File: config.mk
export PLATFORM = sky130hd
export DESIGN_NAME = dlspc_host
export DESIGN_NICKNAME = d
export VERILOG_FILES = /design/src/hw/dlspc_pkg.sv /design/src/hw/dlspc_fifo.sv /design/src/hw/dlspc_host.sv
export SDC_FILE = /design/constraint.sdc
export NUM_CORES = 1
export LEC_CHECK = 0
export ABC_AREA = 1
export BUFFER_PORTS_ARGS = -buffer_cell sky130_fd_sc_hd__buf_4
export CORE_AREA = 2 2 331 333
export DETAILED_ROUTE_END_ITERATION = 10
export DIE_AREA = 0 0 333 335
export HOLD_SLACK_MARGIN = 0.03
export MAX_ROUTING_LAYER = met4
export PLACE_DENSITY = 0.44
export SYNTH_ARGS = -nofsm -noshare
export SYNTH_HDL_FRONTEND = slang
export SYNTH_SLANG_ARGS = --single-unit
File: constraint.sdc
create_clock -name clk_in -period 5.21 [get_ports clk_in]
set_input_delay 1.042 -clock clk_in [delete_from_list [all_inputs] [get_ports clk_in]]
set_output_delay 1.042 -clock clk_in [all_outputs]
set_load 0.01 [all_outputs]
File: src/hw/dlspc_pkg.sv
// Shared constants and types for the short packet link host
package dlspc_pkg;
    // ------------------------------------------------------------------
    // Data type codes
    // ------------------------------------------------------------------
    localparam logic [5:0] DT_VS_START  = 6'h01;
    localparam logic [5:0] DT_VS_END    = 6'h11;
    localparam logic [5:0] DT_HS_START  = 6'h21;
    localparam logic [5:0] DT_HS_END    = 6'h31;
    localparam logic [5:0] DT_END_OF_TRANSMISSION_PACKET      = 6'h08;
    localparam logic [5:0] DT_CM_OFF    = 6'h02;
    localparam logic [5:0] DT_CM_ON     = 6'h12;
    localparam logic [5:0] DT_SHUTDOWN  = 6'h22;
    localparam logic [5:0] DT_TURN_ON   = 6'h32;
    localparam logic [5:0] DT_GWR_0     = 6'h03;
    localparam logic [5:0] DT_GWR_1     = 6'h13;
    localparam logic [5:0] DT_GWR_2     = 6'h23;
    localparam logic [5:0] DT_GRD_0     = 6'h04;
    localparam logic [5:0] DT_GRD_1     = 6'h14;
    localparam logic [5:0] DT_GRD_2     = 6'h24;
    // Low nibble shared by the generic write and read families
    localparam logic [3:0] DT_GWR_LO    = 4'h3;
    localparam logic [3:0] DT_GRD_LO    = 4'h4;
    localparam logic [1:0] PCOUNT_ONE   = 2'h1;
    // ------------------------------------------------------------------
    // Fixed end-of-transmission packet fields
    // ------------------------------------------------------------------
    localparam logic [1:0]  END_OF_TRANSMISSION_PACKET_VC     = 2'h0;
    localparam logic [15:0] END_OF_TRANSMISSION_PACKET_PAYLD  = 16'h0f0f;
    localparam logic [7:0]  END_OF_TRANSMISSION_PACKET_ECC    = 8'h01;
    localparam logic [7:0]  PARAM_ZERO  = 8'h00;
    // ------------------------------------------------------------------
    // Framing and timing
    // ------------------------------------------------------------------
    localparam int          PKT_BITS    = 32;   // Four bytes per packet
    localparam int          CLK_PS      = 4000; // Core clock period, ps
    localparam int          LNK_PS      = 48000; // Link clock period, ps
    localparam int          HALF_CYC    = LNK_PS / (2 * CLK_PS);
    localparam int          RX_TMO_BITS = 256;  // Idle bits before give-up
    localparam int          MAX_RET_DEF = 1;    // Peripheral default size

    // Short packet as carried between user and framer
    typedef struct packed {
        logic [7:0] ecc;
        logic [7:0] b1;
        logic [7:0] b0;
        logic [1:0] vc;
        logic [5:0] dt;
    } dlspc_pkt_t;
endpackage : dlspc_pkg

File: src/hw/dlspc_fifo.sv
// Request FIFO with registered read data and valid/ready on both sides
module dlspc_fifo #(
    parameter int WIDTH = 32,
    parameter int DEPTH = 16
) (
    input  wire logic             clk_in,    // Core clock
    input  wire logic             srst_in,   // Sync reset, high
    input  wire logic [WIDTH-1:0] wr_data_in, // Write word
    input  wire logic             wr_valid_in, // Write offered
    output logic                  wr_ready_out, // Room available
    output logic [WIDTH-1:0]      rd_data_out, // Head word, registered
    output logic                  rd_valid_out, // Head valid
    input  wire logic             rd_ready_in   // Head taken
);
    localparam int AW = $clog2(DEPTH);

    // ------------------------------------------------------------------
    // Elaboration check
    // ------------------------------------------------------------------
    if (DEPTH < 2 || (DEPTH & (DEPTH - 1)) != 0 || WIDTH < 1) begin : g_chk
        $error("dlspc_fifo: DEPTH must be a power of two >= 2");
    end

    logic [WIDTH-1:0] mem_r [DEPTH];
    logic [AW:0]      wp_r;
    logic [AW:0]      rp_r;
    logic [WIDTH-1:0] rd_data_r;
    logic             rd_valid_r;

    // Pointer based fullness
    wire empty_w = (wp_r == rp_r);
    wire full_w  = (wp_r[AW] != rp_r[AW]) && (wp_r[AW-1:0] == rp_r[AW-1:0]);
    wire push_w  = wr_valid_in && !full_w;
    wire load_w  = !empty_w && (!rd_valid_r || rd_ready_in);

    assign wr_ready_out = !full_w;
    assign rd_data_out  = rd_data_r;
    assign rd_valid_out = rd_valid_r;

    // Storage write
    always_ff @(posedge clk_in) begin
        if (push_w) begin
            mem_r[wp_r[AW-1:0]] <= wr_data_in;
        end
    end

    // Pointers and output register
    always_ff @(posedge clk_in) begin
        if (srst_in) begin
            wp_r       <= '0;
            rp_r       <= '0;
            rd_valid_r <= 1'b0;
            rd_data_r  <= '0;
        end else begin
            if (push_w) begin
                wp_r <= wp_r + 1'b1;
            end
            if (load_w) begin
                rd_data_r  <= mem_r[rp_r[AW-1:0]];
                rp_r       <= rp_r + 1'b1;
                rd_valid_r <= 1'b1;
            end else if (rd_ready_in) begin
                rd_valid_r <= 1'b0;
            end
        end
    end
endmodule : dlspc_fifo

File: src/hw/dlspc_host.sv
// Host end of the serial display link: short packet framer and reader
// How it works
// - Sync events use codes 01, 11, 21, 31.
// - Host sends sync starts and ends paired.
// - Code 08 packet marks high-speed burst end.
// - No end packet in low-power sending.
// - Receivers detect end packet in every mode.
// - End packet fixed: 08, channel 0, 0f0f, 01.
// - End packet channel always zero.
// - Generic writes 03, 13, 23, four bytes.
// - Type bits 5:4 count parameters; pad zero. Only 13 and 14 get a zero second byte; 03 and 04 pass unchanged.
// - Generic reads 04, 14, 24; any reply.
// - Oversized reads split over separate transmissions.
// - After a read, hand the bus over.
// - Read request ends its transmission.
// - Short packet is identifier, two bytes, check.
module dlspc_host
    import dlspc_pkg::*;
#(
    parameter int FIFO_DEPTH = 16,
    parameter int HALF_DIV   = HALF_CYC,
    parameter int TMO_BITS   = RX_TMO_BITS
) (
    input  wire logic       clk_in,          // Core clock, 250 MHz
    input  wire logic       srst_in,         // Sync reset, high
    input  wire dlspc_pkt_t req_pkt_in,      // Packet to send
    input  wire logic       req_valid_in,    // Packet offered
    output logic            req_ready_out,   // FIFO has room
    input  wire logic       end_of_transmission_packet_en_in,      // Append end packets
    output dlspc_pkt_t      rsp_pkt_out,     // Received reply
    output logic            rsp_valid_out,   // Reply pulse
    output logic            end_of_transmission_packet_seen_out,   // End packet received
    output logic            rx_tmo_out,      // Reply timed out
    output logic            busy_out,        // Transmission or read
    output logic            lnk_clk_out,     // Forward link clock
    output logic            lnk_hs_out,      // High-speed burst
    input  wire logic       lnk_dat_in,      // Data pin, in
    output logic            lnk_dat_out,     // Data pin, out
    output logic            lnk_dat_oe_out   // Data pin, drive
);
    // ------------------------------------------------------------------
    // Checks and types
    // ------------------------------------------------------------------
    if (HALF_DIV < 1 || TMO_BITS < 2 || FIFO_DEPTH < 2) begin : g_chk
        $error("dlspc_host: parameter out of range");
    end

    typedef enum logic [2:0] {
        ST_IDLE = 3'b000,
        ST_TX   = 3'b001,
        ST_TURN = 3'b010,
        ST_WAIT = 3'b011,
        ST_RX   = 3'b100
    } dlspc_state_t;

    localparam int          CW       = $clog2(HALF_DIV + 1);
    localparam int          TW       = $clog2(TMO_BITS + 1);
    localparam logic [5:0]  LAST_BIT = 6'(PKT_BITS);
    localparam logic [5:0]  RX_LAST  = 6'(PKT_BITS - 1);
    localparam logic [CW-1:0] DIV_END = CW'(HALF_DIV - 1);
    localparam logic [TW-1:0] TMO_END = TW'(TMO_BITS - 1);

    // Fixed end packet
    localparam dlspc_pkt_t END_OF_TRANSMISSION_PACKET_PKT = '{ecc: END_OF_TRANSMISSION_PACKET_ECC,
                                        b1: END_OF_TRANSMISSION_PACKET_PAYLD[15:8],
                                        b0: END_OF_TRANSMISSION_PACKET_PAYLD[7:0],
                                        vc: END_OF_TRANSMISSION_PACKET_VC,
                                        dt: DT_END_OF_TRANSMISSION_PACKET};

    // ------------------------------------------------------------------
    // Functions
    // ------------------------------------------------------------------
    // Generic read family request
    function automatic logic is_read(input dlspc_pkt_t p);
        is_read = (p.dt[3:0] == DT_GRD_LO) && (p.dt[5:4] != 2'h3);
    endfunction : is_read

    // End packet recognised by its fixed fields
    function automatic logic is_end_of_transmission_packet(input dlspc_pkt_t p);
        is_end_of_transmission_packet = (p == END_OF_TRANSMISSION_PACKET_PKT);
    endfunction : is_end_of_transmission_packet

    // ------------------------------------------------------------------
    // Request FIFO
    // ------------------------------------------------------------------
    dlspc_pkt_t fifo_pkt;
    logic       fifo_valid;
    logic       fifo_take;

    dlspc_fifo #(
        .WIDTH ($bits(dlspc_pkt_t)),
        .DEPTH (FIFO_DEPTH)
    ) u_fifo (
        .clk_in       (clk_in),
        .srst_in      (srst_in),
        .wr_data_in   (req_pkt_in),
        .wr_valid_in  (req_valid_in),
        .wr_ready_out (req_ready_out),
        .rd_data_out  (fifo_pkt),
        .rd_valid_out (fifo_valid),
        .rd_ready_in  (fifo_take)
    );

    // ------------------------------------------------------------------
    // Link clock divider
    // ------------------------------------------------------------------
    logic [CW-1:0] div_r;
    logic          lclk_r;
    wire           half_en = (div_r == DIV_END);
    wire           fall_en = half_en && lclk_r;   // Launch edge
    wire           rise_en = half_en && !lclk_r;  // Sample edge

    always_ff @(posedge clk_in) begin
        if (srst_in) begin
            div_r  <= '0;
            lclk_r <= 1'b0;
        end else begin
            div_r  <= half_en ? '0 : div_r + 1'b1;
            lclk_r <= lclk_r ^ half_en;
        end
    end

    // Data pin synchroniser
    logic din_m_r;
    logic din_s_r;

    always_ff @(posedge clk_in) begin
        if (srst_in) begin
            din_m_r <= 1'b0;
            din_s_r <= 1'b0;
        end else begin
            din_m_r <= lnk_dat_in;
            din_s_r <= din_m_r;
        end
    end

    // ------------------------------------------------------------------
    // Packet shaping
    // ------------------------------------------------------------------
    // One parameter generic packets carry a zero second byte
    wire        gen_one = ((fifo_pkt.dt[3:0] == DT_GWR_LO) ||
                           (fifo_pkt.dt[3:0] == DT_GRD_LO)) &&
                          (fifo_pkt.dt[5:4] == PCOUNT_ONE);
    wire dlspc_pkt_t req_shaped = '{ecc: fifo_pkt.ecc,
                                    b1: gen_one ? PARAM_ZERO : fifo_pkt.b1,
                                    b0: fifo_pkt.b0,
                                    vc: fifo_pkt.vc,
                                    dt: fifo_pkt.dt};
    // Sync, colour, power and write codes other than 13 pass through unchanged

    // ------------------------------------------------------------------
    // Sequencer
    // ------------------------------------------------------------------
    dlspc_state_t st_r;
    dlspc_state_t st_nxt;
    logic [32:0]  sh_r;
    logic [5:0]   bit_r;
    logic         rd_pend_r;   // Current burst ends in a read
    logic         eot_r;       // End packet is on the wire
    logic [TW-1:0] tmo_r;
    logic         hs_r;
    logic         oe_r;
    dlspc_pkt_t   rsp_r;
    logic         rsp_v_r;
    logic         eot_seen_r;
    logic         tmo_p_r;

    wire tx_last  = (st_r == ST_TX) && fall_en && (bit_r == LAST_BIT);
    wire rx_last  = (st_r == ST_RX) && rise_en && (bit_r == RX_LAST);
    wire logic [31:0] rx_word = {din_s_r, sh_r[32:2]};
    wire dlspc_pkt_t rx_pkt = rx_word[31:0];
    wire send_eot = end_of_transmission_packet_en_in && !eot_r;
    wire more_req = fifo_valid && !rd_pend_r;
    wire start_tx = (st_r == ST_IDLE) && fall_en && fifo_valid;
    wire next_req = tx_last && !eot_r && more_req;
    wire next_eot = tx_last && !next_req && send_eot;
    wire rx_start = (st_r == ST_WAIT) && rise_en && din_s_r;
    wire rx_tmo   = (st_r == ST_WAIT) && rise_en && !din_s_r &&
                    (tmo_r == TMO_END);

    assign fifo_take = start_tx || next_req;

    // Next state
    always_comb begin
        st_nxt = st_r;
        case (st_r)
            ST_IDLE: begin
                if (start_tx) begin
                    st_nxt = ST_TX;
                end
            end
            ST_TX: begin
                if (tx_last && !next_req && !next_eot) begin
                    st_nxt = rd_pend_r ? ST_TURN : ST_IDLE;
                end
            end
            ST_TURN: begin
                if (fall_en) begin
                    st_nxt = ST_WAIT;
                end
            end
            ST_WAIT: begin
                if (rx_start) begin
                    st_nxt = ST_RX;
                end else if (rx_tmo) begin
                    st_nxt = ST_IDLE;
                end
            end
            ST_RX: begin
                if (rx_last) begin
                    st_nxt = is_end_of_transmission_packet(rx_pkt) ? ST_IDLE : ST_WAIT;
                end
            end
            default: begin
                st_nxt = ST_IDLE;
            end
        endcase
    end

    // State and shifter
    always_ff @(posedge clk_in) begin
        if (srst_in) begin
            st_r      <= ST_IDLE;
            sh_r      <= '0;
            bit_r     <= '0;
            rd_pend_r <= 1'b0;
            eot_r     <= 1'b0;
        end else begin
            st_r <= st_nxt;
            if (start_tx || next_req) begin
                sh_r      <= {req_shaped, 1'b1};
                bit_r     <= '0;
                rd_pend_r <= is_read(fifo_pkt);
                eot_r     <= 1'b0;
            end else if (next_eot) begin
                sh_r  <= {END_OF_TRANSMISSION_PACKET_PKT, 1'b1};
                bit_r <= '0;
                eot_r <= 1'b1;
            end else if (st_r == ST_TX && fall_en) begin
                sh_r  <= {1'b0, sh_r[32:1]};
                bit_r <= bit_r + 1'b1;
            end else if (rx_start) begin
                bit_r <= '0;
            end else if (st_r == ST_RX && rise_en) begin
                sh_r  <= {din_s_r, sh_r[32:1]};
                bit_r <= bit_r + 1'b1;
            end else if (st_r == ST_IDLE) begin
                rd_pend_r <= 1'b0;
                eot_r     <= 1'b0;
            end
        end
    end

    // Pin drive, timeout and reply outputs
    always_ff @(posedge clk_in) begin
        if (srst_in) begin
            hs_r       <= 1'b0;
            oe_r       <= 1'b0;
            tmo_r      <= '0;
            rsp_r      <= '0;
            rsp_v_r    <= 1'b0;
            eot_seen_r <= 1'b0;
            tmo_p_r    <= 1'b0;
        end else begin
            hs_r       <= (st_nxt == ST_TX);
            // Idle drive waits for a falling link edge, so a peripheral
            // still holding its last reply bit is never overdriven
            oe_r       <= (st_nxt == ST_TX) ||
                          ((st_nxt == ST_IDLE) && (oe_r || fall_en));
            tmo_r      <= (st_r == ST_WAIT) ?
                          (rise_en ? tmo_r + 1'b1 : tmo_r) : '0;
            // Replies forwarded as received, error reports included
            rsp_v_r    <= rx_last && !is_end_of_transmission_packet(rx_pkt);
            eot_seen_r <= rx_last && is_end_of_transmission_packet(rx_pkt);
            tmo_p_r    <= rx_tmo;
            if (rx_last) begin
                rsp_r <= rx_pkt;
            end
        end
    end

    assign lnk_clk_out    = lclk_r;
    assign lnk_hs_out     = hs_r;
    assign lnk_dat_out    = (st_r == ST_TX) ? sh_r[0] : 1'b0;
    assign lnk_dat_oe_out = oe_r;
    assign rsp_pkt_out    = rsp_r;
    assign rsp_valid_out  = rsp_v_r;
    assign end_of_transmission_packet_seen_out  = eot_seen_r;
    assign rx_tmo_out     = tmo_p_r;
    assign busy_out       = (st_r != ST_IDLE);
endmodule : dlspc_host

==> results.md <==
- # DRC: 0
- Worst Reg-to-Reg Cells: 8
- CTS tree: built
- Worst EP arrival: approximately 3.5 ns
- YS warnings: 0
- Final Cycle Share: 0.619
- Antenna Violating Nets Remaining: 0
- Max_slew headroom: 0.158
- FP Rows: 121
- Vias/cell: 4.42
- Least-Margin Pin Slew: around 1.3 ns
- Post-CTS setup buffers: 0
- Avg WL per Cell: 18.4 um
- Clock transition at path regs: 0.06 ns
- # hold bufs at CTS: 0
- Multi-input gate area: 0.00750 mm2
- Layout cells sized above 1: 0.0977
- CP required: 5.43 ns
- Routed WL: 74.7 mm
- Final setup viols: 0
- Max_cap viols: 0
- H-tree levels: 3
- Clk_lat worst skew: 0.63 ns
- Start of the worst register-to-register path: u_fifo.rp_r[0]
- Fin crit period: approximately 3.2 ns
- Nets: roughly 2600
- Critical path type: register to register
- DRT iter0 DRCs: 1293
- Max Fanout on Critical Path: 43
- Num CTS Buffers: 76
- Max VDD drop: 0.000373 V
- I/O Pins: 78
- Initial antenna violation count: 6
- Setup tns final: 0 ns
- Syn_nets: 2611
- Clock buffer depth: 3
- Die H: ~340 um
- Area Overhead vs Synth: 16.1%
- Register area: 0.0182 mm2
- Starting density of the core: 0.249
- Final Hold Viols: 0
- Core footprint: 0.108 mm2
- Global-route wire length before repair: 113 mm
- Synth Cell Area: 0.0269 mm2
- Syn Area/Cell: 10.5 um2
- Vias after detailed routing: 17981
- Status: complete, no violations
- Yosys reg bits: 651
- DP HPWL: 43.7 mm
- Leading cell type in the layout, fill and taps excluded: nor2_1
- Worst Hold End: din_s_r
- Leakage: 10.9 nW
- Crit end category: register
- Hold Crit Class: register to register
- Cells on Worst Hold Path: 2
- Pin count of the biggest net entering global routing: 150
- Setup Skew: around 0.022 ns
- Post-CTS Resized: 0
- Die area: 0.112 mm2
- Worst Setup Start Kind: register
- First-pass DRT Iterations: 7
- Final core utilization: 0.289
- Max Fclk: slightly above 300 MHz
- Vias in the first global route: between 15000 and 20000
- Die W: 333 um
- RD Place Congestion: 0.778
- Reg2Reg Setup Slack: ~2.0 ns
- # port buffers: 77
- CP Launch Point: u_fifo.rp_r[0]
- Cell count after synthesis: roughly 2600
- Register area share after synthesis: 0.676
- GRT Total Usage: 0.136
- Cell Pwr Density: around 450 mW/mm2
- Commonest cells after routing, fill and taps aside: 561 x nor2_1, 512 x edfxtp_1, 367 x nand2_1, 293 x o21ai_0, 138 x inv_1
- FF-to-FF End: u_fifo.mem_r[6][26]
- Filler cells: 11327
- RSZ-0062 raised after global routing: false
- CTS Sinks: 651
- Yosys cell types: 36
- Max Slew Vio Count: 0
- Grt ovf: 0
- Root buffer cell: clkbuf_16
- Hold wc startpoint: din_m_r
synth_stat cells:
library cell,instances,area (um2)
a211oi_1,1,7.51
a21oi_1,57,285
and2_4,1,8.76
buf_1,8,30.0
buf_2,62,310
buf_4,14,105
buf_6,10,113
clkbuf_1,55,206
dfxtp_1,139,2780
edfxtp_1,512,15400
ha_1,13,163
inv_1,141,529
inv_2,9,33.8
inv_4,2,12.5
nand2_1,367,1380
nand2_2,3,18.8
nand2_4,4,45.0
nand3_1,80,400
nand3_2,3,30.0
nand3_4,2,35.0
nand3b_1,1,7.51
nand4_1,44,275
nor2_1,575,2160
nor2_2,1,6.26
nor3_1,10,50.1
nor3_2,1,10.0
nor4_1,1,6.26
o2111ai_1,1,8.76
o211ai_1,64,480
o21a_1,2,15.0
o21ai_0,293,1470
o21ai_1,44,220
o22ai_1,24,150
or2_2,2,12.5
xnor2_1,5,43.8
xor2_1,10,87.6
how the worst max path moves through the flow:
stage	end	slack (ns)	depth (start not counted)
finish	u_fifo.mem_r[6][26]	1.98	8
global route	u_fifo.mem_r[0][6]	1.68	8
CTS	u_fifo.mem_r[1][12]	1.92	9
detailed placement	u_fifo.mem_r[1][12]	1.95	9
global placement	u_fifo.mem_r[1][12]	1.99	9
floorplan	u_fifo.mem_r[3][0]	1.38	8
per-stage QoR:
step / cell area, um2 / cells / hold slack, ns / power [W] / setup slack (ns)
floorplan: 26900 / 2561 / 0.388 / 0.00827 / 1.38
global placement: 28800 / 3930 / 0.403 / 0.00914 / 1.99
detailed placement: 28800 / 3930 / 0.408 / 0.00915 / 1.95
CTS: 31200 / 4064 / 0.416 / 0.0143 / 1.92
global route: 31200 / 4067 / 0.429 / 0.0149 / 1.68
finish: 31200 / 4069 / 0.409 / 0.0140 / 1.98
flip-flops by register name, summed over array words and instances (netlist names), 3 cells and up:
| register | flops |
|---|---|
| u_fifo.mem_r | 512 |
| sh_r | 33 |
| rsp_pkt_out | 32 |
| u_fifo.rd_data_out | 32 |
| tmo_r | 9 |
| bit_r | 6 |
| u_fifo.rp_r | 5 |
| u_fifo.wp_r | 5 |
| div_r | 3 |
| st_r | 3 |
layout make-up:
type                            count  share of cell area
Antenna cell                        5            0.000401
Clock inverter                     45              0.0116
Multi-Input combinational cell   1609               0.240
Sequential cell                   651               0.582
Inverter                          152              0.0185
Timing Repair Buffer              104              0.0266
Tap cell                         1414              0.0567
Clock buffer                       89              0.0635
kinds of logic (layout without fill, tap and decap cells):
family / Yosys count / in the layout / synth area share
flip-flops: 651 / 651 / 0.676
adder cells (fa/ha/maj): 13 / 13 / 0.00605
AO/OA/AOI/OAI: 486 / 486 / 0.0980
XOR/XNOR: 15 / 15 / 0.00489
other: 0 / 5 / 0
AND/OR/NAND/NOR: 1095 / 1095 / 0.165
buffers and inverters: 301 / 390 / 0.0499
metal layers:
metal  routed length (um)  vias up  global-route usage  part of all wire
li1                     -     8859                   -                 -
met1                36400     8619               0.189              0.49
met2                33100      414               0.204              0.44
met3                 3970       89              0.0261             0.053
met4                 1260        0              0.0338             0.017
met5                    0        -                   -                 0
report_power, final:
| part | leakage, nW | internal (W) | total (W) | switching (W) |
|---|---|---|---|---|
| sequential | 5.76 | 0.00580 | 0.00597 | 0.000164 |
| combinational | 4.04 | 0.000868 | 0.00301 | 0.00214 |
| clock | 1.15 | 0.00288 | 0.00507 | 0.00219 |
critical path, stage by stage, from the launching register on:
cell and delay [ns]:
dfxtp_4 0.71, xor2_1 0.18, nor2_1 0.06, and2_4 0.17
nand2_2 0.13, nand2_4 0.13, inv_2 0.14, nand2_1 0.26
nor2_4 1.03
(Power assumes the default switching activity.)
